<file path="config.mk">
export PLATFORM = sky130hd
export DESIGN_NAME = cslc_top
export DESIGN_NICKNAME = d
export VERILOG_FILES = /design/src/include/cslc_pkg.sv /design/src/hdl/cslc_blink.sv /design/src/hdl/cslc_press.sv /design/src/hdl/cslc_top.sv
export VERILOG_INCLUDE_DIRS = /design/src /design/src/include
export SDC_FILE = /design/constraint.sdc
export NUM_CORES = 1
export LEC_CHECK = 0
export BUFFER_PORTS_ARGS = -buffer_cell sky130_fd_sc_hd__buf_2
export CELL_PAD_IN_SITES_DETAIL_PLACEMENT = 1
export CELL_PAD_IN_SITES_GLOBAL_PLACEMENT = 2
export CORE_MARGIN = 8
export CORE_UTILIZATION = 32
export CTS_CLUSTER_SIZE = 30
export DETAILED_ROUTE_END_ITERATION = 16
export PLACE_DENSITY_LB_ADDON = 0.05
export SKIP_CTS_REPAIR_TIMING = 1
export SYNTH_ARGS = -nofsm -noshare
export SYNTH_HDL_FRONTEND = slang
export SYNTH_HIERARCHICAL = 1
export SYNTH_SLANG_ARGS = --single-unit
</file>
<file path="constraint.sdc">
create_clock -name sys_clk_in -period 2.2 [get_ports sys_clk_in]
set_clock_uncertainty 0.15 [all_clocks]
set_input_delay 0.11 -clock sys_clk_in [delete_from_list [all_inputs] [get_ports sys_clk_in]]
set_output_delay 0.11 -clock sys_clk_in [all_outputs]
set_load 0.05 [all_outputs]
</file>
<file path="src/include/cslc_params.svh">
// Constants for the chassis status indicator controller.
// Assumes a 40 MHz standby system clock.
`ifndef CSLC_PARAMS_SVH
`define CSLC_PARAMS_SVH
`define CSLC_CLK_HZ 40000000
`define CSLC_BLINK_HZ 1
`define CSLC_BLINK_HALF (`CSLC_CLK_HZ / (2 * `CSLC_BLINK_HZ))
`define CSLC_SLOTS 8
`define CSLC_DEBOUNCE_CYC 4
`endif

</file>
<file path="src/include/cslc_pkg.sv">
// Types for the chassis status indicator controller.
// Assumes nothing beyond the params header.
package cslc_pkg;
    typedef enum logic [2:0] {
        CSLC_SYS_OFF,
        CSLC_SYS_NORMAL,
        CSLC_SYS_DEGRADED,
        CSLC_SYS_NONCRIT,
        CSLC_SYS_CRITICAL
    } cslc_sys_e;
    typedef enum logic [2:0] {
        CSLC_PWR_LEGACY_OFF,
        CSLC_PWR_LEGACY_ON,
        CSLC_PWR_S0,
        CSLC_PWR_SLEEP,
        CSLC_PWR_S4,
        CSLC_PWR_S5
    } cslc_pwr_e;
endpackage

</file>
<file path="src/hdl/cslc_blink.sv">
// Shared free-running blink divider.
// Assumes one clock; toggles every HALF cycles for a 50% duty blink.
`include "cslc_params.svh"
`timescale 1ns/10ps
`default_nettype none
module cslc_blink #(
    parameter int HALF = `CSLC_BLINK_HALF
) (
    input wire logic sys_clk_in,
    input wire logic rstn_in,
    output logic blink_out
);
    initial begin
        if (HALF < 1) begin
            $error("HALF must be at least one");
        end
    end
    logic [31:0] count;
    logic [31:0] next_count;
    logic next_blink;
    always_comb begin
        next_count = count + 32'h1;
        next_blink = blink_out;
        if (count >= 32'(HALF - 1)) begin
            next_count = 32'h0;
            next_blink = ~blink_out;
        end
    end
    always_ff @(posedge sys_clk_in or negedge rstn_in) begin
        if (!rstn_in) begin
            count <= 32'h0;
            blink_out <= 1'b0;
        end else begin
            count <= next_count;
            blink_out <= next_blink;
        end
    end
endmodule
`default_nettype wire

</file>
<file path="src/hdl/cslc_press.sv">
// Button press detector: debounce by a short stable count, then one-cycle pulse.
// Assumes an active-low button already synchronous to the clock.
`include "cslc_params.svh"
`timescale 1ns/10ps
`default_nettype none
module cslc_press #(
    parameter int STABLE = `CSLC_DEBOUNCE_CYC
) (
    input wire logic sys_clk_in,
    input wire logic rstn_in,
    input wire logic btn_n_in,
    output logic press_out
);
    initial begin
        if (STABLE < 1 || STABLE > 255) begin
            $error("STABLE out of range");
        end
    end
    logic [7:0] cnt;
    logic held;
    logic [7:0] next_cnt;
    logic next_held;
    logic next_press;
    always_comb begin
        next_cnt = cnt;
        next_held = held;
        next_press = 1'b0;
        if (btn_n_in == held) begin
            // Raw differs from the filtered level (held is active-high)
            if (cnt >= 8'(STABLE - 1)) begin
                next_cnt = 8'h0;
                next_held = ~held;
                next_press = ~held;
            end else begin
                next_cnt = cnt + 8'h1;
            end
        end else begin
            next_cnt = 8'h0;
        end
    end
    always_ff @(posedge sys_clk_in or negedge rstn_in) begin
        if (!rstn_in) begin
            cnt <= 8'h0;
            held <= 1'b0;
            press_out <= 1'b0;
        end else begin
            cnt <= next_cnt;
            held <= next_held;
            press_out <= next_press;
        end
    end
endmodule
`default_nettype wire

</file>
<file path="src/hdl/cslc_top.sv">
// Chassis front panel and drive backplane indicator logic.
// Assumes standby-powered clock and reset; all inputs synchronous to sys_clk_in.
// LED outputs are active-high "lit" levels; pad drivers handle polarity.
`include "cslc_params.svh"
`timescale 1ns/10ps
`default_nettype none
module cslc_top #(
    parameter int SLOTS = `CSLC_SLOTS,
    parameter int BLINK_HALF = `CSLC_BLINK_HALF,
    parameter int DEBOUNCE = `CSLC_DEBOUNCE_CYC
) (
    input wire logic sys_clk_in,
    input wire logic rstn_in,
    input wire logic [SLOTS-1:0] encl_act_in,
    input wire logic [SLOTS-1:0] drive_act_in,
    input wire logic [SLOTS-1:0] drive_err_in,
    input wire logic [SLOTS-1:0] drive_rebuild_in,
    input wire logic remote_id_set_in,
    input wire logic remote_id_clr_in,
    input wire logic id_btn_n_in,
    input wire logic nmi_btn_n_in,
    input wire logic pwr_btn_n_in,
    input wire cslc_pkg::cslc_sys_e sys_state_in,
    input wire cslc_pkg::cslc_pwr_e pwr_state_in,
    input wire logic main_pwr_good_in,
    input wire logic fw_sleep_clr_in,
    input wire logic acpi_sleep_en_in,
    output logic [SLOTS-1:0] act_led_out,
    output logic [SLOTS-1:0] fault_led_out,
    output logic id_led_out,
    output logic board_id_led_out,
    output logic stat_green_out,
    output logic stat_amber_out,
    output logic pwr_led_out,
    output logic pwr_toggle_out,
    output logic sleep_req_out,
    output logic nmi_out,
    output logic halt_out
);
    // ------------------------------------------------------------
    // Parameter checks
    // ------------------------------------------------------------
    initial begin
        if (SLOTS != `CSLC_SLOTS) begin
            $error("SLOTS must equal the number of drive bays");
        end
    end

    // ------------------------------------------------------------
    // Shared blink and button detectors
    // ------------------------------------------------------------
    logic blink;
    logic id_press;
    logic nmi_press;
    logic pwr_press;

    // One divider for every blinking element keeps them in phase
    cslc_blink #(.HALF(BLINK_HALF)) u_blink (
        .sys_clk_in(sys_clk_in),
        .rstn_in(rstn_in),
        .blink_out(blink)
    );
    cslc_press #(.STABLE(DEBOUNCE)) u_id_btn (
        .sys_clk_in(sys_clk_in),
        .rstn_in(rstn_in),
        .btn_n_in(id_btn_n_in),
        .press_out(id_press)
    );
    cslc_press #(.STABLE(DEBOUNCE)) u_nmi_btn (
        .sys_clk_in(sys_clk_in),
        .rstn_in(rstn_in),
        .btn_n_in(nmi_btn_n_in),
        .press_out(nmi_press)
    );
    cslc_press #(.STABLE(DEBOUNCE)) u_pwr_btn (
        .sys_clk_in(sys_clk_in),
        .rstn_in(rstn_in),
        .btn_n_in(pwr_btn_n_in),
        .press_out(pwr_press)
    );

    // ------------------------------------------------------------
    // Next-state logic
    // ------------------------------------------------------------
    logic id_active;
    logic sleep_held;
    logic next_id_active;
    logic next_sleep_held;
    logic [SLOTS-1:0] next_act;
    logic [SLOTS-1:0] next_fault;
    logic next_id_led;
    logic next_green;
    logic next_amber;
    logic next_pwr;
    logic next_toggle;
    logic next_sleep_req;
    logic next_nmi;
    logic next_halt;

    always_comb begin
        // Drive slot indicators
        next_act = encl_act_in | drive_act_in;
        next_fault = drive_err_in | (drive_rebuild_in & {SLOTS{blink}});

        // Button toggles; a remote set or clear in the press cycle wins
        next_id_active = id_active ^ id_press;
        if (remote_id_set_in) begin
            next_id_active = 1'b1;
        end else if (remote_id_clr_in) begin
            next_id_active = 1'b0;
        end
        // Front and board identify share one source so they cannot drift apart
        next_id_led = id_active & blink;

        // Amber has priority; green goes dark whenever amber is requested
        next_green = 1'b0;
        next_amber = 1'b0;
        case (sys_state_in)
            cslc_pkg::CSLC_SYS_NORMAL: next_green = 1'b1;
            cslc_pkg::CSLC_SYS_DEGRADED: next_green = blink;
            cslc_pkg::CSLC_SYS_CRITICAL: next_amber = 1'b1;
            cslc_pkg::CSLC_SYS_NONCRIT: next_amber = blink;
            default: next_amber = 1'b0;
        endcase

        // Sleep indication survives main power loss; only firmware or a return to S0 clears it
        next_sleep_held = sleep_held;
        if (pwr_state_in == cslc_pkg::CSLC_PWR_SLEEP) begin
            next_sleep_held = 1'b1;
        end else if (fw_sleep_clr_in || pwr_state_in == cslc_pkg::CSLC_PWR_S0) begin
            next_sleep_held = 1'b0;
        end

        case (pwr_state_in)
            cslc_pkg::CSLC_PWR_S0: next_pwr = 1'b1;
            cslc_pkg::CSLC_PWR_LEGACY_ON: next_pwr = sleep_held ? blink : 1'b1;
            cslc_pkg::CSLC_PWR_SLEEP: next_pwr = main_pwr_good_in & blink;
            cslc_pkg::CSLC_PWR_S4: next_pwr = 1'b0;
            cslc_pkg::CSLC_PWR_S5: next_pwr = 1'b0;
            default: next_pwr = 1'b0;
        endcase

        // Power button: sleep request only when the OS enabled it
        next_toggle = pwr_press & ~acpi_sleep_en_in;
        next_sleep_req = pwr_press & acpi_sleep_en_in;

        // NMI pulses once; halt stays until reset since a dump follows
        next_nmi = nmi_press;
        next_halt = halt_out | nmi_press;
    end

    // ------------------------------------------------------------
    // Registers
    // ------------------------------------------------------------
    always_ff @(posedge sys_clk_in or negedge rstn_in) begin
        if (!rstn_in) begin
            id_active <= 1'b0;
            sleep_held <= 1'b0;
            act_led_out <= '0;
            fault_led_out <= '0;
            id_led_out <= 1'b0;
            board_id_led_out <= 1'b0;
            stat_green_out <= 1'b0;
            stat_amber_out <= 1'b0;
            pwr_led_out <= 1'b0;
            pwr_toggle_out <= 1'b0;
            sleep_req_out <= 1'b0;
            nmi_out <= 1'b0;
            halt_out <= 1'b0;
        end else begin
            id_active <= next_id_active;
            sleep_held <= next_sleep_held;
            act_led_out <= next_act;
            fault_led_out <= next_fault;
            id_led_out <= next_id_led;
            board_id_led_out <= next_id_led;
            stat_green_out <= next_green;
            stat_amber_out <= next_amber;
            pwr_led_out <= next_pwr;
            pwr_toggle_out <= next_toggle;
            sleep_req_out <= next_sleep_req;
            nmi_out <= next_nmi;
            halt_out <= next_halt;
        end
    end

    // ------------------------------------------------------------
    // Assertions
    // ------------------------------------------------------------
    property p_act_follow;
        @(posedge sys_clk_in) disable iff (!rstn_in)
        (encl_act_in[0] | drive_act_in[0]) |=> act_led_out[0];
    endproperty
    a_act_follow: assert property (p_act_follow) else $error("activity led not lit");

    property p_err_steady;
        @(posedge sys_clk_in) disable iff (!rstn_in)
        drive_err_in[0] |=> fault_led_out[0];
    endproperty
    a_err_steady: assert property (p_err_steady) else $error("fault led not steady");

    property p_id_dark;
        @(posedge sys_clk_in) disable iff (!rstn_in)
        !id_active |=> !id_led_out;
    endproperty
    a_id_dark: assert property (p_id_dark) else $error("identify led lit while idle");

    property p_id_toggle;
        @(posedge sys_clk_in) disable iff (!rstn_in)
        (id_press && !remote_id_set_in && !remote_id_clr_in) |=> (id_active != $past(id_active));
    endproperty
    a_id_toggle: assert property (p_id_toggle) else $error("identify did not toggle");

    property p_id_pair;
        @(posedge sys_clk_in) disable iff (!rstn_in)
        id_led_out == board_id_led_out;
    endproperty
    a_id_pair: assert property (p_id_pair) else $error("identify leds differ");

    property p_amber_prio;
        @(posedge sys_clk_in) disable iff (!rstn_in)
        stat_amber_out |-> !stat_green_out;
    endproperty
    a_amber_prio: assert property (p_amber_prio) else $error("green lit with amber");

    property p_normal_green;
        @(posedge sys_clk_in) disable iff (!rstn_in)
        (sys_state_in == cslc_pkg::CSLC_SYS_NORMAL) |=> (stat_green_out && !stat_amber_out);
    endproperty
    a_normal_green: assert property (p_normal_green) else $error("normal not green");

    property p_s0_on;
        @(posedge sys_clk_in) disable iff (!rstn_in)
        (pwr_state_in == cslc_pkg::CSLC_PWR_S0) |=> pwr_led_out;
    endproperty
    a_s0_on: assert property (p_s0_on) else $error("power led dark in S0");

    property p_s5_off;
        @(posedge sys_clk_in) disable iff (!rstn_in)
        (pwr_state_in == cslc_pkg::CSLC_PWR_S5 || pwr_state_in == cslc_pkg::CSLC_PWR_S4)
            |=> !pwr_led_out;
    endproperty
    a_s5_off: assert property (p_s5_off) else $error("power led lit in S4/S5");

    property p_sleep_req;
        @(posedge sys_clk_in) disable iff (!rstn_in)
        (pwr_press && acpi_sleep_en_in) |=> (sleep_req_out && !pwr_toggle_out);
    endproperty
    a_sleep_req: assert property (p_sleep_req) else $error("sleep request missing");

    property p_nmi_halt;
        @(posedge sys_clk_in) disable iff (!rstn_in)
        nmi_press |=> (nmi_out && halt_out) ##1 (!nmi_out && halt_out);
    endproperty
    a_nmi_halt: assert property (p_nmi_halt) else $error("nmi or halt wrong");

    c_id_on: cover property (@(posedge sys_clk_in) disable iff (!rstn_in) id_press ##1 id_active);
    c_rebuild: cover property (@(posedge sys_clk_in) disable iff (!rstn_in)
        drive_rebuild_in[0] ##1 fault_led_out[0]);
    c_nmi: cover property (@(posedge sys_clk_in) disable iff (!rstn_in) nmi_out);
    c_sleep_blink: cover property (@(posedge sys_clk_in) disable iff (!rstn_in)
        (pwr_state_in == cslc_pkg::CSLC_PWR_SLEEP) && pwr_led_out);
endmodule
`default_nettype wire

</file>
Yosys cells after proc, flatten, opt, wreduce, memory -nomap -nowiden
Index checks and enable logic that the tools add are counted.
- flip-flop bits (word level): 89
- $lt $le $gt $ge: 4
- muxes and demuxes: 21
- $add $sub $neg: 4
- bitwise gates (word level): 14
- equal/unequal tests: 10
- reduce and logical (&&, ||, !) cells: 5
- operator list (cell ; count):
    $mux 8 ; 6
    $add 32x1->32 const B ; 1
    $ge 32x25->1 const B ; 1
    $mux 32 ; 1
    $add 8x1->8 const B ; 3
    $ge 8x2->1 const B ; 3
    $or 8x8->8 ; 2
    $eq 3x2->1 const B ; 4
    $mux 1 ; 11
    $and 8x8->8 ; 1
    $eq 3x1->1 const B ; 2
    $reduce_and 2->1 ; 3
    $not 1->1 ; 5
    $and 1x1->1 ; 4
    $pmux 1 s2 ; 2
    $eq 1x1->1 ; 3
    $eq 3x3->1 const B ; 1
    $pmux 1 s3 ; 1
    $reduce_bool 2->1 ; 1
    $logic_or 1x1->1 ; 1
    $or 1x1->1 ; 1
    $xor 1x1->1 ; 1

Longest topological paths before layout
Gate-level depths: netlist of the first run.
- depth after elaboration: 4
- mapped depth: 7

Cells and area by module
The synthesis of the first run kept the hierarchy.
- modules (own cells, without submodules) (module ; sequential area each (sq um) ; instances ; area an instance (sq um) ; cells an instance):
    cslc_blink ; 825.8 ; 1 ; 1686.6 ; 162
    cslc_press ; 250.2 ; 3 ; 334.1 ; 23
    cslc_top ; 650.6 ; 1 ; 914.6 ; 63

Least setup slack after synthesis of the first run
Ideal clock, no wire load.
- path type: register to register
- from: register u_blink.count[0]
- to: register u_blink.count[18]
- cell stages (with the launch flop): 7
- path slack: 0.065 ns
- buffers on the path: 1
- data arrival time: 1.898 ns
- setup time: 0.087 ns
- clock period less this slack: 2.135 ns
- path through: dfrtp_1 > ha_1 > nand3_1 > or4_1 > buf_2 > or3_1 > a211oi_2
- longest elaborated chain between the ends: 2
- elaborated cells between the ends (all ways): 3
- classes of those cells: 1 x add/sub; 1 x order compare; 1 x mux
- RTL lines (element ; RTL line ; RTL):
    start: declaration ; cslc_blink.sv:18 ; logic [31:0] count;
    start signal: assignment ; cslc_blink.sv:34 ; count <= next_count;
    $add 32x1->32 / $ge 32x25->1 (equally long branches) ; cslc_blink.sv:22, cslc_blink.sv:24 ;
    $mux 32 (*) ; cslc_blink.sv:24 ; if (count >= 32'(HALF - 1)) begin
    net u_blink.next_count[18] ; cslc_blink.sv:19 ; logic [31:0] next_count;
The timed path passes the listed nets; every way through them passes the cells marked *.
A chain may end at the register's enable or synchronous reset.

Worst setup path in the final report of the first run
- from: register u_blink.count[0]
- to: register u_blink.count[21]
The elaborated chain is that of the path after synthesis.

==> impl_results.md, run 1 <==
- Worst-Margin Slew: 495 ps
- Largest net degree at the start of global routing: ~60
- Slew headroom: 0.666
- Final period util: 0.943
- XOR/XNOR share of the synthesized area: 0.0438
- Diodes inserted: 0
- Sw Ratio: 0.243
- Register area share after synthesis: 0.618
- Yosys top cell area share: 0.618
- Post-synth EDFFs: 0
- Dpl hpwl: 5.84 mm
- Area growth syn-to-layout: 39.8%
- Top cells by area, synth: dfrtp_1 62%, xnor2_1 3.6%, nor3_1 3.1%
- Setup crit end kind: register
- Slew Viols, Final: 0
- Hold depth: 3
- Crit-path max FO: 4
- Die area: 14900 um2
- Simple logic cell fraction of the synthesized area: 0.200
- VDD IR-drop max: 370 uV
- Max Root-Sink Buffers: 2
- Area after DPL: 4300 um2
- Row cnt: 38
- Largest stage delay on the critical path: 620 ps
- Max-Cap Viols: 0
- Net Switching: 881 uW
- Ports: 73
- Ordered cell list for the critical path: buf_4, nand4_1, or4_1, or3_1, a211oi_1
- Pleak: about 2.2 nW
- RSZ-0062 raised after global routing: no
- Clock Tree Root: clkbuf_16
- Pre-Repair DR Iteration Count: 3
- Die width: roughly 120 um
- PD cells: 721 nW/um2
- Synthesized flop and latch total: 89
- Compound-Gate Fraction of Synth Area: 0.0747
- Setup slack, reg-to-reg: ~130 ps
- YS warnings: 6
- TritonCTS Buffers: 9
- First-pass GRT wire length: 13.7 mm
- DR iter-0 viols: 62
- Total GRT Usage: 0.115
- Sequential power share: 0.480
- Adder-Cell Fraction of Synth Area: 0.0139
- Min Tclk post-route: approximately 2100 ps
- Initial core utilization: 0.330
- Violated checks: hold timing
- Initial antenna violation count: 0
- Via count: 2727
- Vias per cell: 4.59
- Syn Inst Count: 294
- Fillers: around 1200
- Final Hold Fails: 2
- Clock Power Share: 0.412
- Internal power: 2.75 mW
- Antenna violation net count after detailed routing: 0
- Post-synthesis instance area: 3600 um2
- Startpoint types: register
- Remaining DRCs: 0
- Ys async rst share: 1.00
- Syn Area/Cell: between 10 and 15 um2
- Worst hold endpoint: pwr_led_out
- PortBufs: 72
- Largest family of logic cells by synthesized area: simple AND/OR/NAND/NOR gates
- Fin area: between 5000 and 6000 um2
- Routed Wire Length: 8.55 mm
- Min-Delay Startpoint: pwr_state_in[2]
- CTS Sinks: 89
- Setup TNS: 0 ps
- Critical Path Start: u_blink/count[0]
- CTS tree: yes
- RR Startpoint: u_blink/count[0]
- Core Footprint: 10900 um2
- Number of distinct library cells after synthesis: 48
- Layout cells sized above 1: 0.275
- GRT overflow: 0
- Kind of critical path: reg -> reg
- Hold WS: -14.9 ps
- Worst skew pair latency: 330 ps
- Wire length per cell: 14.4 um
- Synth area leader: dfrtp_1
- Comb pwr share: 0.109
- Critical Path AT: 2160 ps
- Worst hold path type: in -> reg
- F_max: 482 MHz
- Most frequent cells in the layout: 89 x dfrtp_1, 71 x buf_2, 44 x dlygate4sd3_1
- FF-to-FF path depth: 5
- Die Y: 122 um
- Setup Viol. Count Final: 0
- Commonest non-fill, non-tap cell in the layout: dfrtp_1
- Reg clk slew, reported paths: 60 ps
- Critical path required time: 2290 ps
- CP max stage cell: or4_1
- CTS HTree Levels: 3
- Vias in the first global route: 2815
- Worst r2r dst: u_blink/count[21]
- Primary FF master, synth: dfrtp_1
- Status: complete, but fails checks
- Nets: 501
- Post-synthesis mux area share: 0.0142
- Routability congestion estimate: 0.731
[sequential cells by signal, indices dropped and copies added (netlist names), 8 cells and up]
signal	count
u_pwr_btn/cnt	8
fault_led_out	8
u_blink/count	32
u_nmi_btn/cnt	8
u_id_btn/cnt	8
act_led_out	8
[power groups by stage]
stage / clock, mW / combinational, mW / sequential [mW]
after floorplan: 0 / 0.0866 / 1.88
after global placement: 0 / 0.321 / 1.77
after detailed placement: 0 / 0.325 / 1.77
after CTS: 1.55 / 0.326 / 1.74
after global routing: 1.61 / 0.430 / 1.75
final: 1.49 / 0.394 / 1.74
[metal layers]
| metal | vias to the layer above | track usage | routed length (um) |
|---|---|---|---|
| met4 | 0 | 0.0548 | 166 |
| met1 | 1315 | 0.145 | 3730 |
| met5 | - | 0 | 0 |
| li1 | 1335 | - | - |
| met2 | 66 | 0.176 | 4020 |
| met3 | 11 | 0.0375 | 628 |
[final cells by class]
class	instances	area, um2	area share
clock buffers	12	236	0.0470
clock inverters	4	53.8	0.0107
inverters	11	41.3	0.00820
multi-input cells	206	1350	0.269
flip-flops and latches	89	2230	0.442
well taps	140	175	0.0348
repair buffers	132	948	0.188
[synthesized netlist by cell type, types with 8 or more instances]
cell type / n
a211oi_1: 9
a21o_1: 8
dfrtp_1: 89
inv_1: 11
nand2_1: 12
nand4_1: 9
nor2_1: 9
nor3_1: 22
o21ai_0: 10
or2_2: 9
or3_1: 9
xnor2_1: 15
[metrics by stage]
stage | power, mW | worst slack, ps | std cells | hold WS, ps | utilization
6_report | 3.63 | 126 | 594 | -14.9 | 0.461
5_1_grt | 3.79 | 6.82 | 594 | 15.1 | 0.461
4_1_cts | 3.62 | 63.0 | 550 | -430 | 0.419
3_5_place_dp | 2.10 | 76.9 | 534 | -67.4 | 0.393
3_3_place_gp | 2.09 | 102 | 534 | -67.5 | 0.393
2_1_floorplan | 1.96 | 65.3 | 315 | -336 | -
[kinds of logic (layout without fill, tap and decap cells)]
kind of cell,count (synthesis),after routing
adders and majority gates,4,4
muxes,5,5
other,4,25
xor gates and xnor gates,18,18
and+or+nand+nor,116,116
DFF,89,89
buffers and inverters,20,159
AOI/OAI and AO/OA,38,38
[worst max path at each step]
| stage | to | slack, ps | cells past startpoint |
|---|---|---|---|
| final | u_blink/count[21] | 130 | 5 |
| after global routing | u_blink/count[19] | 7 | 5 |
| after CTS | u_blink/count[22] | 60 | 5 |
| after detailed placement | u_blink/count[20] | 80 | 5 |
| after global placement | u_blink/count[20] | 100 | 5 |
| after floorplan | u_blink/count[18] | 70 | 6 |
[critical path: cells and delay by family, from the launching register on]
kind | cells | cell delay (ps)
AND/OR/NAND/NOR | 3 | 1080
flip-flops | 1 | 380
AO/OA/AOI/OAI | 1 | 240
buffers and inverters | 1 | 130
No activity file was read; power rests on OpenSTA's default activity.
==> run 2: changes to the inputs <==
--- a/config.mk
+++ b/config.mk
@@ -7,7 +7,7 @@
 export NUM_CORES = 1
 export LEC_CHECK = 0
 export BUFFER_PORTS_ARGS = -buffer_cell sky130_fd_sc_hd__buf_2
-export CELL_PAD_IN_SITES_DETAIL_PLACEMENT = 1
+export CELL_PAD_IN_SITES_DETAIL_PLACEMENT = 0
 export CELL_PAD_IN_SITES_GLOBAL_PLACEMENT = 2
 export CORE_MARGIN = 8
 export CORE_UTILIZATION = 32
==> impl_results.md, run 2 (synthesis gave the netlist of run 1 again) <==
- Slew headroom: 0.669
- Pre-Repair DR Iteration Count: 5
- Area growth syn-to-layout: 40.2%
- Commonest non-fill, non-tap cell in the layout: dfrtp_1
- Vias per cell: about 4.5
- Die area: 14900 um2
- PD cells: 727 nW/um2
- GRT overflow: 0
- Antenna violation net count after detailed routing: 0
- Reg clk slew, reported paths: 60 ps
- Internal power: 2.76 mW
- First-pass GRT wire length: 12.9 mm
- CTS tree: yes
- Setup TNS: 0 ps
- Sw Ratio: 0.249
- Critical path required time: 2290 ps
- CP Buf/Inv Count: 1
- Violated checks: hold timing
- Vias in the first global route: 2626
- Core Footprint: 10900 um2
- Total GRT Usage: 0.109
- Min Tclk post-route: approximately 2100 ps
- Largest net degree at the start of global routing: 59
- Comb pwr share: 0.106
- Pleak: 2.23 nW
- Row cnt: 38
- Dpl hpwl: roughly 5.3 mm
- Cell family with most CP delay: simple AND/OR/NAND/NOR gates
- Diodes inserted: 0
- Die width: 122 um
- Max Root-Sink Buffers: 2
- Critical Path AT: 2200 ps
- Layout cells sized above 1: 0.277
- Nets: 502
- Routed Wire Length: roughly 8 mm
- Register area: 2230 um2
- Largest Register: u_blink/count
- Setup crit end kind: register
- Fillers: about 1000
- Final period util: 0.960
- Area occupied by multi-input gates: approximately 1300 um2
- Tot Pwr: 3.67 mW
- CTS HTree Levels: 3
- Setup Viol. Count Final: 0
- DR iter-0 viols: 104
- Startpoint types: register
- Hold WS: -31.5 ps
- Clock Tree Root: clkbuf_16
- Largest stage delay on the critical path: 620 ps
- PortBufs: 72
- Net Switching: around 910 uW
- Clock Power Share: 0.420
- Max-Cap Viols: 0
- Initial antenna violation count: 0
- Via count: 2677
- Kind of critical path: reg -> reg
- CP max stage cell: or4_1
- Status: complete, but fails checks
- F_max: 474 MHz
- Initial core utilization: 0.330
- Ordered cell list for the critical path: buf_4, nand4_1, or4_1, or3_1, a211oi_1
- Worst-Margin Slew: between 400 and 500 ps
- Remaining DRCs: 0
- Post-route setup slack: 88.8 ps
- Die Y: 122 um
- RSZ-0062 raised after global routing: no
- Sequential power share: 0.474
- Most frequent cells in the layout: 89 x dfrtp_1, 71 x buf_2, 45 x dlygate4sd3_1
- VDD IR-drop max: between 300 and 400 uV
- Wire length per cell: 13.1 um
- CTS Sinks: 89
- TritonCTS Buffers: 9
- Ports: between 70 and 80
- Max FFs per register: 32
- Crit-path max FO: 4
- Post-Place Worst Slack: 72.9 ps
- Final Hold Fails: 1
- Routability congestion estimate: 0.731
- Worst skew pair latency: roughly 340 ps
- Worst hold path type: in -> reg
- Slew Viols, Final: 0
[run 2: cell count changes in the layout (fill, tap and decap cells not counted), sizes merged]
cell and delta:
clkbuf -2, clkinvlp -1, dlygate4sd3 +1, inv +3
[run 2: area by class of cell]
cell class                      count  area share
Inverter                           11     0.00817
Sequential cell                    89       0.441
Multi-Input combinational cell    206       0.267
Timing Repair Buffer              133       0.190
Tap cell                          140      0.0347
Clock buffer                       10      0.0453
Clock inverter                      6      0.0144
[run 2: worst reg2reg max path, cell delays in order (launching register included)]
cell	delay, ps
dfrtp_1	370
buf_4	130
nand4_1	130
or4_1	620
or3_1	340
a211oi_1	270
[run 2: path summary, 6_finish.rpt]
kind | slack [ps] | cells past startpoint | from | end
max in group asynchronous | 1150 | 3 | rstn_in | u_nmi_btn/cnt[4]
min in group asynchronous | 100 | 2 | rstn_in | u_blink/count[18]
max | 90 | 5 | u_blink/count[0] | u_blink/count[21]
max reg2reg | 90 | 5 | u_blink/count[0] | u_blink/count[21]
min | -30 | 3 | pwr_state_in[2] | pwr_led_out
min reg2reg | 220 | 0 | u_nmi_btn/press_out | nmi_out
[run 2: power by group through the flow]
stage	Combinational, mW	Sequential (mW)	Clock, mW
finish	0.391	1.74	1.54
CTS	0.323	1.74	1.61
detailed placement	0.322	1.77	0
floorplan	0.0866	1.88	0
global route	0.428	1.75	1.67
global placement	0.321	1.77	0
[run 2: metrics by stage]
stage / std cells / util / cell area, um2
6_report: 595 / 0.462 / 5050
2_1_floorplan: 315 / - / 3680
3_5_place_dp: 534 / 0.393 / 4300
4_1_cts: 550 / 0.420 / 4600
3_3_place_gp: 534 / 0.393 / 4300
5_1_grt: 595 / 0.462 / 5050
[run 2: per-layer routing]
metal	track usage	vias to the layer above	wire, um
li1	-	1339	-
met1	0.136	1261	3640
met2	0.163	66	3430
met3	0.0338	11	586
met4	0.0625	0	130
met5	0	-	0
==> run 3: changes to the inputs <==
--- a/config.mk
+++ b/config.mk
@@ -10,7 +10,7 @@
 export CELL_PAD_IN_SITES_DETAIL_PLACEMENT = 0
 export CELL_PAD_IN_SITES_GLOBAL_PLACEMENT = 2
 export CORE_MARGIN = 8
-export CORE_UTILIZATION = 32
+export CORE_UTILIZATION = 30
 export CTS_CLUSTER_SIZE = 30
 export DETAILED_ROUTE_END_ITERATION = 16
 export PLACE_DENSITY_LB_ADDON = 0.05
==> impl_results.md, run 3 (synthesis gave the netlist of run 1 again) <==
- Commonest non-fill, non-tap cell in the layout: dfrtp_1
- VDD IR-drop max: 422 uV
- Total GRT Usage: 0.105
- Wire length per cell: 13.6 um
- Largest Register: u_blink/count
- Net Switching: a little over 900 uW
- Startpoint types: register
- Largest net degree at the start of global routing: 35
- PD cells: 726 nW/um2
- GRT overflow: 0
- RSZ-0062 raised after global routing: no
- CTS tree: yes
- Row cnt: 40
- Die Y: 126 um
- Reg clk slew, reported paths: roughly 60 ps
- Max Root-Sink Buffers: 2
- Initial antenna violation count: 0
- Status: finished, final reports clean
- Worst-Margin Slew: about 510 ps
- Die width: 126 um
- Crit-path max FO: 5
- Comb pwr share: 0.108
- Vias in the first global route: ~2700
- Max-Cap Viols: 0
- Layout cells sized above 1: 0.278
- Sequential power share: 0.471
- Area growth syn-to-layout: 41.3%
- Dpl hpwl: 5.38 mm
- Post-route setup slack: 107 ps
- First-pass GRT wire length: 13.1 mm
- Non-Filler Instances: ~600
- Worst skew pair latency: 340 ps
- CTS Sinks: 89
- Clock Tree Root: clkbuf_16
- Vias per cell: 4.44
- Core Footprint: 11900 um2
- PortBufs: 72
- Critical Path AT: about 2200 ps
- DP Cell Count: 540
- Ports: 73
- Remaining DRCs: 0
- Die area: between 15000 and 20000 um2
- Pleak: 2.24 nW
- Antenna violation net count after detailed routing: 0
- Worst hold path type: in -> reg
- F_max: 478 MHz
- DR iter-0 viols: 128
- Final period util: 0.951
- Critical path required time: roughly 2300 ps
- Slew headroom: 0.658
- Setup Viol. Count Final: 0
- Final Hold Fails: 0
- Setup TNS: 0 ps
- Kind of critical path: reg -> reg
- Min Tclk post-route: around 2100 ps
- Fillers: about 1100
- Diodes inserted: 0
- Routability congestion estimate: roughly 0.72
- Routed Wire Length: 8.15 mm
- Initial core utilization: 0.304
- Pre-Repair DR Iteration Count: 4
- Internal power: 2.79 mW
- Sw Ratio: 0.246
- Via count: 2671
- Post-Place Worst Slack: 48.1 ps
- Slew Viols, Final: 0
- CTS HTree Levels: 3
- TritonCTS Buffers: 9
- Setup crit end kind: register
- Max FFs per register: 32
- Nets: 502
- Clock Power Share: 0.421
- Most frequent cells in the layout: 89 x dfrtp_1, 71 x buf_2, 46 x dlygate4sd3_1
[run 3: final timing paths]
| check | from | end | slack, ps | depth (start not counted) |
|---|---|---|---|---|
| setup reg to reg | u_blink/count[0] | u_blink/count[22] | 110 | 5 |
| max in group asynchronous | rstn_in | u_id_btn/cnt[1] | 1200 | 3 |
| setup / recovery | u_blink/count[0] | u_blink/count[22] | 110 | 5 |
| hold / removal | pwr_state_in[1] | sleep_held | 20 | 3 |
| min in group asynchronous | rstn_in | u_blink/count[16] | 130 | 2 |
| hold reg to reg | u_nmi_btn/press_out | nmi_out | 230 | 0 |
[run 3: area by class of cell]
type                    count  area, um2  share of cell area
clock inverters             5       63.8              0.0125
inverters                  11       41.3             0.00811
well taps                 147        184              0.0361
multi-input cells         206       1360               0.268
flip-flops and latches     89       2230               0.437
clock buffers              10        239              0.0469
repair buffers            133        973               0.191
[run 3: metal layers]
layer / GRT usage / part of all wire
met1: 0.124 / 0.46
met2: 0.161 / 0.47
met3: 0.0361 / 0.055
met4: 0.0645 / 0.021
met5: 0 / 0
[run 3: through the flow]
step	power (mW)	util	area [um2]	hold slack, ps
after CTS	3.69	0.389	4610	-407
final	3.70	0.429	5090	24.4
after floorplan	1.96	-	3680	-336
after detailed placement	2.10	0.363	4310	-32.8
after global placement	2.10	0.363	4310	-34.9
after global routing	3.89	0.429	5090	22.1
[run 3: power groups by stage]
stage / Clock, mW / Sequential [mW] / Combinational, mW
global placement: 0 / 1.77 / 0.323
floorplan: 0 / 1.88 / 0.0866
global route: 1.71 / 1.75 / 0.433
finish: 1.56 / 1.74 / 0.397
detailed placement: 0 / 1.77 / 0.325
CTS: 1.62 / 1.74 / 0.326
[run 3: critical path, cell delays in order (launching register included)]
cell	delay (ps)
dfrtp_1	400
ha_1	220
nand3_1	110
or4_4	570
or3_1	340
a211oi_2	210
